## src/pmtc_regs.vh

```
/*
 * Register addresses, field positions and reset values of the prescaled match timer core.
 * Assumes that it is included by bare name into each file of the block that uses its macros.
 */
`ifndef PMTC_REGS_VH
`define PMTC_REGS_VH

// ****************************************************************
// Register byte addresses
// ****************************************************************
`define PMTC_ADDR_EVENT_FLAG 32'h4000_4000
`define PMTC_ADDR_RUN_CONTROL 32'h4000_4004
`define PMTC_ADDR_MAIN_COUNTER 32'h4000_4008
`define PMTC_ADDR_DIVIDER_LIMIT 32'h4000_400c
`define PMTC_ADDR_DIVIDER_TALLY 32'h4001_4010
`define PMTC_ADDR_COMPARE_ACTION 32'h4000_4014
`define PMTC_ADDR_CMP0_VALUE 32'h4000_4018
`define PMTC_ADDR_CMP1_VALUE 32'h4000_401c
`define PMTC_ADDR_CMP2_VALUE 32'h4000_4020
`define PMTC_ADDR_CMP3_VALUE 32'h4000_4024

// ****************************************************************
// Field positions
// ****************************************************************
`define PMTC_RUN_COUNT_RUN 0
`define PMTC_RUN_COUNT_CLEAR 1
`define PMTC_ACT_IRQ_OFS 0
`define PMTC_ACT_CLEAR_OFS 1
`define PMTC_ACT_STOP_OFS 2
`define PMTC_ACT_STRIDE 3
`define PMTC_NUM_CHAN 4
`define PMTC_ACT_USED_W 12

// ****************************************************************
// Reset values
// ****************************************************************
`define PMTC_RST_EVENT_FLAG 4'h0
`define PMTC_RST_RUN_CONTROL 2'h0
`define PMTC_RST_COUNTER 32'h0000_0000
`define PMTC_RST_COMPARE_ACTION 12'h000

`endif

```

## src/pmtc_core.v

```verilog
/*
 * Prescaled match timer core: run control, main counter, divider tally, four
 * compare channels with flag, clear and stop actions, and the register port.
 * Assumes one clock, a synchronous active-high reset and a register port whose
 * strobes last one cycle and are synchronous to the clock.
 */
`timescale 1ns/1ns
`include "pmtc_regs.vh"

module pmtc_core #(
  parameter W = 32
) (
  // Clock and reset
  input wire clk,
  input wire rst,
  // Register port
  input wire [31:0] reg_addr,
  input wire reg_wr_en,
  input wire [31:0] reg_wr_data,
  input wire reg_rd_en,
  output wire [31:0] reg_rd_data,
  // Status
  output wire [3:0] event_flags,
  output wire count_running
);

  localparam NCH = `PMTC_NUM_CHAN;

  // ****************************************************************
  // Helpers
  // ****************************************************************
  // Compares a register address with one target address.
  function addr_is;
    input [31:0] addr;
    input [31:0] target;
    begin
      addr_is = (addr == target);
    end
  endfunction

  // Widens a counter value to the register port width.
  function [31:0] zext;
    input [W-1:0] value;
    begin
      zext = 32'h0000_0000;
      zext[W-1:0] = value;
    end
  endfunction

  // Picks one action enable of one channel out of the compare action field.
  function act_bit;
    input [`PMTC_ACT_USED_W-1:0] action;
    input integer chan;
    input integer ofs;
    begin
      act_bit = action[chan*`PMTC_ACT_STRIDE + ofs];
    end
  endfunction

  // ****************************************************************
  // Registers
  // ****************************************************************
  reg [3:0] flag_ff;
  reg [3:0] nxt_flag;
  reg [1:0] run_ff;
  reg [1:0] nxt_run;
  reg [W-1:0] counter_ff;
  reg [W-1:0] nxt_counter;
  reg [W-1:0] limit_ff;
  reg [`PMTC_ACT_USED_W-1:0] action_ff;
  reg [W-1:0] cmp_value_ff [0:NCH-1];
  reg [31:0] rd_data_ff;
  reg [31:0] nxt_rd_data;
  integer k;

  wire wr_flag = reg_wr_en & addr_is(reg_addr, `PMTC_ADDR_EVENT_FLAG);
  wire wr_run = reg_wr_en & addr_is(reg_addr, `PMTC_ADDR_RUN_CONTROL);
  wire wr_counter = reg_wr_en & addr_is(reg_addr, `PMTC_ADDR_MAIN_COUNTER);
  wire wr_limit = reg_wr_en & addr_is(reg_addr, `PMTC_ADDR_DIVIDER_LIMIT);
  wire wr_tally = reg_wr_en & addr_is(reg_addr, `PMTC_ADDR_DIVIDER_TALLY);
  wire wr_action = reg_wr_en & addr_is(reg_addr, `PMTC_ADDR_COMPARE_ACTION);

  // ****************************************************************
  // Compare channels
  // ****************************************************************
  wire [NCH-1:0] hit;
  wire [NCH-1:0] hit_event;
  wire [NCH-1:0] irq_en;
  wire [NCH-1:0] clr_en;
  wire [NCH-1:0] stop_en;

  genvar ch;
  generate
    for (ch = 0; ch < NCH; ch = ch + 1) begin : g_chan
      assign irq_en[ch] = act_bit(action_ff, ch, `PMTC_ACT_IRQ_OFS);
      assign clr_en[ch] = act_bit(action_ff, ch, `PMTC_ACT_CLEAR_OFS);
      assign stop_en[ch] = act_bit(action_ff, ch, `PMTC_ACT_STOP_OFS);

      pmtc_compare #(
        .W(W)
      ) u_cmp (
        .clk(clk),
        .rst(rst),
        .main_counter(counter_ff),
        .cmp_value(cmp_value_ff[ch]),
        .hit(hit[ch]),
        .hit_event(hit_event[ch])
      );
    end
  endgenerate

  wire [NCH-1:0] flag_set = hit_event & irq_en;
  wire stop_hit = |(hit_event & stop_en);
  wire clear_hit = |(hit & clr_en);
  wire clearing = run_ff[`PMTC_RUN_COUNT_CLEAR];
  wire count_en = run_ff[`PMTC_RUN_COUNT_RUN] & ~stop_hit;

  // ****************************************************************
  // Divider tally
  // ****************************************************************
  wire [W-1:0] tally;
  wire tick;

  pmtc_divider #(
    .W(W)
  ) u_div (
    .clk(clk),
    .rst(rst),
    .count_en(count_en),
    .clear(clearing),
    .divider_limit(limit_ff),
    .wr_en(wr_tally),
    .wr_data(reg_wr_data[W-1:0]),
    .divider_tally(tally),
    .tick(tick)
  );

  // ****************************************************************
  // Main counter
  // ****************************************************************
  always @* begin
    nxt_counter = counter_ff;
    if (clearing) begin
      nxt_counter = {W{1'b0}};
    end else if (wr_counter) begin
      nxt_counter = reg_wr_data[W-1:0];
    end else if (tick) begin
      if (clear_hit) begin
        nxt_counter = {W{1'b0}};
      end else begin
        nxt_counter = counter_ff + {{(W-1){1'b0}}, 1'b1};
      end
    end
  end

  // ****************************************************************
  // Run control
  // ****************************************************************
  always @* begin
    nxt_run = run_ff;
    if (wr_run) begin
      nxt_run = reg_wr_data[1:0];
    end
    if (stop_hit) begin
      nxt_run[`PMTC_RUN_COUNT_RUN] = 1'b0;
    end
  end

  // ****************************************************************
  // Event flags
  // ****************************************************************
  always @* begin
    nxt_flag = flag_ff;
    if (wr_flag) begin
      nxt_flag = flag_ff & ~reg_wr_data[3:0];
    end
    nxt_flag = nxt_flag | flag_set;
  end

  // ****************************************************************
  // Event flag flip-flops
  // ****************************************************************
  always @(posedge clk) begin
    if (rst) begin
      flag_ff <= `PMTC_RST_EVENT_FLAG;
    end else begin
      flag_ff <= nxt_flag;
    end
  end

  // ****************************************************************
  // Run control flip-flops
  // ****************************************************************
  always @(posedge clk) begin
    if (rst) begin
      run_ff <= `PMTC_RST_RUN_CONTROL;
    end else begin
      run_ff <= nxt_run;
    end
  end

  // ****************************************************************
  // Main counter flip-flops
  // ****************************************************************
  always @(posedge clk) begin
    if (rst) begin
      counter_ff <= `PMTC_RST_COUNTER;
    end else begin
      counter_ff <= nxt_counter;
    end
  end

  // ****************************************************************
  // Divider limit and compare action flip-flops
  // ****************************************************************
  always @(posedge clk) begin
    if (rst) begin
      limit_ff <= `PMTC_RST_COUNTER;
      action_ff <= `PMTC_RST_COMPARE_ACTION;
    end else begin
      if (wr_limit) begin
        limit_ff <= reg_wr_data[W-1:0];
      end
      if (wr_action) begin
        action_ff <= reg_wr_data[`PMTC_ACT_USED_W-1:0];
      end
    end
  end

  // ****************************************************************
  // Compare value flip-flops
  // ****************************************************************
  always @(posedge clk) begin
    for (k = 0; k < NCH; k = k + 1) begin
      if (rst) begin
        cmp_value_ff[k] <= `PMTC_RST_COUNTER;
      end else if (reg_wr_en & addr_is(reg_addr, `PMTC_ADDR_CMP0_VALUE + 32'h4 * k)) begin
        cmp_value_ff[k] <= reg_wr_data[W-1:0];
      end
    end
  end

  // ****************************************************************
  // Read data flip-flops
  // ****************************************************************
  always @(posedge clk) begin
    if (rst) begin
      rd_data_ff <= 32'h0000_0000;
    end else begin
      rd_data_ff <= nxt_rd_data;
    end
  end

  // ****************************************************************
  // Read path
  // ****************************************************************
  always @* begin
    nxt_rd_data = rd_data_ff;
    if (reg_rd_en) begin
      case (reg_addr)
        `PMTC_ADDR_EVENT_FLAG: nxt_rd_data = {28'h0000000, flag_ff};
        `PMTC_ADDR_RUN_CONTROL: nxt_rd_data = {30'h0, run_ff};
        `PMTC_ADDR_MAIN_COUNTER: nxt_rd_data = zext(counter_ff);
        `PMTC_ADDR_DIVIDER_LIMIT: nxt_rd_data = zext(limit_ff);
        `PMTC_ADDR_DIVIDER_TALLY: nxt_rd_data = zext(tally);
        `PMTC_ADDR_COMPARE_ACTION: nxt_rd_data = {20'h00000, action_ff};
        `PMTC_ADDR_CMP0_VALUE: nxt_rd_data = zext(cmp_value_ff[0]);
        `PMTC_ADDR_CMP1_VALUE: nxt_rd_data = zext(cmp_value_ff[1]);
        `PMTC_ADDR_CMP2_VALUE: nxt_rd_data = zext(cmp_value_ff[2]);
        `PMTC_ADDR_CMP3_VALUE: nxt_rd_data = zext(cmp_value_ff[3]);
        default: nxt_rd_data = 32'h0000_0000;
      endcase
    end
  end

  assign reg_rd_data = rd_data_ff;
  assign event_flags = flag_ff;
  assign count_running = run_ff[`PMTC_RUN_COUNT_RUN];

endmodule // pmtc_core

```

## src/pmtc_divider.v

```verilog
/*
 * Divider tally of the prescaled match timer core.
 * Assumes a single clock and a synchronous active-high reset shared with the core.
 */
`timescale 1ns/1ns
`include "pmtc_regs.vh"

module pmtc_divider #(
  parameter W = 32
) (
  // Clock and reset
  input wire clk,
  input wire rst,
  // Control
  input wire count_en,
  input wire clear,
  input wire [W-1:0] divider_limit,
  // Software access
  input wire wr_en,
  input wire [W-1:0] wr_data,
  // State
  output wire [W-1:0] divider_tally,
  output wire tick
);

  reg [W-1:0] tally_ff;
  reg [W-1:0] nxt_tally;

  // ****************************************************************
  // Terminal count
  // ****************************************************************
  assign tick = count_en & ~clear & (tally_ff == divider_limit);
  assign divider_tally = tally_ff;

  // ****************************************************************
  // Tally update
  // ****************************************************************
  always @* begin
    nxt_tally = tally_ff;
    if (clear) begin
      nxt_tally = {W{1'b0}};
    end else if (wr_en) begin
      nxt_tally = wr_data;
    end else if (count_en) begin
      if (tick) begin
        nxt_tally = {W{1'b0}};
      end else begin
        nxt_tally = tally_ff + {{(W-1){1'b0}}, 1'b1};
      end
    end
  end

  always @(posedge clk) begin
    if (rst) begin
      tally_ff <= `PMTC_RST_COUNTER;
    end else begin
      tally_ff <= nxt_tally;
    end
  end

endmodule // pmtc_divider

```

## src/pmtc_compare.v

```verilog
/*
 * One compare channel of the prescaled match timer core.
 * Assumes a single clock and a synchronous active-high reset shared with the core.
 */
`timescale 1ns/1ns

module pmtc_compare #(
  parameter W = 32
) (
  // Clock and reset
  input wire clk,
  input wire rst,
  // Compare inputs
  input wire [W-1:0] main_counter,
  input wire [W-1:0] cmp_value,
  // Results
  output wire hit,
  output wire hit_event
);

  reg hit_prev_ff;

  // ****************************************************************
  // Equality and new-hit detection
  // ****************************************************************
  assign hit = (main_counter == cmp_value);
  assign hit_event = hit & ~hit_prev_ff;

  always @(posedge clk) begin
    if (rst) begin
      hit_prev_ff <= 1'b1;
    end else begin
      hit_prev_ff <= hit;
    end
  end

endmodule // pmtc_compare

```

## config.mk

```make
export PLATFORM = sky130hd
export DESIGN_NAME = pmtc_core
export DESIGN_NICKNAME = d
export VERILOG_FILES = /design/src/pmtc_core.v /design/src/pmtc_divider.v /design/src/pmtc_compare.v
export VERILOG_INCLUDE_DIRS = /design/src
export SDC_FILE = /design/constraint.sdc
export NUM_CORES = 1
export LEC_CHECK = 0
export BUFFER_PORTS_ARGS = -buffer_cell sky130_fd_sc_hd__buf_2
export CORE_MARGIN = 1
export CORE_UTILIZATION = 39
export DETAILED_ROUTE_END_ITERATION = 16
export HOLD_SLACK_MARGIN = 0.1
export SYNTH_ARGS = -nofsm -noshare
export SYNTH_HDL_FRONTEND = slang
export SYNTH_HIERARCHICAL = 1
export SYNTH_SLANG_ARGS = --single-unit
```

## constraint.sdc

```tcl
create_clock -name clk -period 4.48 [get_ports clk]
set_input_delay 0.896 -clock clk [delete_from_list [all_inputs] [get_ports clk]]
set_output_delay 0.896 -clock clk [all_outputs]
set_load 0.01 [all_outputs]
```

==> flow_summary.ini <==
[sta]
fmax_mhz = 236
post-route-period-util = 0.947
finalClockSkew_ns = 0.0213
tightest_slew_ns = 1.00
max-slew-margin-rel = 0.313
hold_violations = 0
fin_ws_ns = 0.235
final.setup.tns_ns = 0
drv_slew = 0
period_needed_ns = 4.24
rsz0062_at_grt = false
setup_viol = 0

[synthesis]
ys_warn_count = 6
synth_top_area_cell = edfxtp_1
syn-num-nets = 1769
synth_cell_types = 85
ys_top_cells_by_area = edfxtp_1 (24%), dfxtp_1 (19%), xor2_1 (7.7%), and2_1 (4.7%), nand2_1 (3.5%)
synth_flop_cell = dfxtp_1
avgSynthCellArea_sq_um = 9.41
synth_edf_count = 128
synth_area_sq_mm = 0.0160
ys_ff_latch = 278
ys_seq_area_frac = 0.428
async_reset_ff_frac = 0
synthCells = 1699
synth_top_area_frac = 0.240

[floorplanning]
dieWidth_um = 204
rows = 73
dieArea_sq_mm = 0.0418
core_sq_mm = 0.0401
initial_utilization = 0.399
die_height_um = 204
io_pins = 105

[final_layout]
syn_to_final_growth_pct = 13.7
antenna-diode-count = 0
final_util = 0.453
final_layout_size_suffix_gt1_frac = 0.145
nets = 1849

[setup_path]
path_cells = xor2_1 -> nor4_1 -> nand4_1 -> nor3_2 -> a22oi_1 -> and3_1 -> nand3b_1 -> nor4_1 -> nand3_1 -> inv_1 -> inv_1 -> or3_1 -> or4_4 -> o311a_1 -> nor2_1
cpLargestDelayFamily = simple AND/OR/NAND/NOR gates
cp-start-kind = flip-flop
crit_buf_inv = 2
arrival_ns = 4.73
critPathKind = flip-flop to flip-flop
critPathCaptureType = flip-flop
crit_slowest_cell = or3_1
cp.required_ns = 4.97
path_max_fanout = 8
max_stage_delay_ns = 0.58

[clock_network]
insertion_delay_ns = 0.55
numCtsBuffers = 35
ctsRootBufferMaster = clkbuf_16
postCtsSetupBuffers = 0
holdBufCountCts = 0
cts_resized = 0
cts_sinks = 278
cts_tree = done
htree_levels = 2
cts.clk_slew.worst_paths_ns = 0.06
cts_buffer_depth = 3

[drt]
wirelength_mm = 67.8
drcViolationCount = 0
postRouteAntennaNets = 0
drt-initial-drc-count = 2032
first_pass_iters = 7
wl_per_cell_um = 29.1
vias = 14791
viasPerCell = 6.35

[power]
vdd_drop_max_uv = 269
total_power_w = 0.00589
power_leakage_nw = 6.65
power.density_mw_per_mm2 = 324

[global_route]
grt_pass1_wl_mm = 96.9
grt_max_degree = 52
grt_pass1_vias = 13724
overflow = 0
antenna_found_initial = 1
grt.total_usage = 0.323

[outcome]
status = complete, no violations

[worst_hold_path]
hold_class = flip-flop to flip-flop

[place]
dp_hpwl_mm = 49.9
gp_congestion = 1.03
io_buffers = 104
dp_slack_ns = 0.442

[job]
cap_violations = 0
[synth_stat cells (all sizes together), types with 6 or more instances]
library cell / count
nor3: 41
edfxtp: 128
a221oi: 8
and2: 120
dfxtp: 150
nor2: 110
a211oi: 17
nand2: 147
and4: 10
nand3: 36
o21a: 6
nor2b: 8
o22ai: 17
nand4: 49
and3: 20
nor4b: 10
buf: 58
xnor2: 41
xor2: 140
a21oi: 95
a22o: 32
o211ai: 11
clkbuf: 58
mux2i: 37
inv: 20
a31oi: 7
a222oi: 23
a32o: 7
o211a: 9
o22a: 8
nor4: 69
nand3b: 8
or3: 7
or2: 8
a22oi: 44
o21ai: 85
[metrics by stage]
step                instance area (sq um)  std cells  hold slack, ns
floorplan                           16000       1699           0.444
global placement                    17100       2267           0.438
detailed placement                  17100       2267           0.442
CTS                                 18200       2329           0.449
global route                        18200       2329           0.472
finish                              18200       2329           0.447
[registers in the layout, indices dropped and copies added, names as in the netlist]
signal                    count
action_ff                    12
run_ff                        2
cmp_value_ff                128
reg_rd_data                  32
limit_ff                     32
g_chan.u_cmp/hit_prev_ff      4
u_div/divider_tally          32
event_flags                   4
counter_ff                   32
[worst min-delay path: cells and delay by family, from the launching register on]
| kind | cells | cell delay [ns] |
|---|---|---|
| flops | 1 | 0.30 |
| simple gates | 1 | 0.05 |
| compound gates | 1 | 0.05 |
[logic make-up (layout without fill, tap and decap cells)]
group,Yosys count,in the layout,share of synthesized area
buf+inv,136,241,0.0402
simple gates,650,650,0.227
flops,278,278,0.428
fa+ha+maj,2,2,0.00156
compound gates,411,411,0.177
mux,41,41,0.0260
xor+xnor,181,181,0.100
[cell type report]
cell class                 count  area [sq um]
clock buffer                  48           987
inverter                      20          75.1
tap                          525           657
multi-input combinational   1285          8540
fill                        3895         21900
timing repair buffer         159           971
sequential                   278          6850
clock inverter                14           101
[final timing paths]
check | from | endpoint | slack (ns) | depth (start not counted)
min reg2reg | reg_rd_data[15] | reg_rd_data[15] | 0.45 | 2
min | reg_rd_data[15] | reg_rd_data[15] | 0.45 | 2
max reg2reg | cmp_value_ff[0][11] | counter_ff[24] | 0.24 | 15
max | cmp_value_ff[0][11] | counter_ff[24] | 0.24 | 15
[placed cells by master (no fill, tap or decap), types with 39 or more instances in the layout]
master,n
edfxtp_1,128
nand2_1,147
buf_4,52
dfxtp_1,150
nor2_1,104
nor4_1,63
and2_1,120
xnor2_1,39
a21oi_1,95
buf_2,104
nand4_1,45
xor2_1,140
o21ai_0,70
a22oi_1,44
[layer usage]
metal	wire, um	vias up	share of wire	global-route usage
li1	-	6478	-	-
met1	27700	7152	0.41	0.435
met2	29600	991	0.44	0.497
met3	6920	170	0.10	0.0590
met4	3610	0	0.053	0.157
met5	0	-	0	0
[power by group]
group / internal [W] / total (W) / switching, W
sequential: 0.00272 / 0.00279 / 0.0000754
combinational: 0.000103 / 0.000358 / 0.000255
clock: 0.00160 / 0.00274 / 0.00114
(Power assumes the default switching activity.)
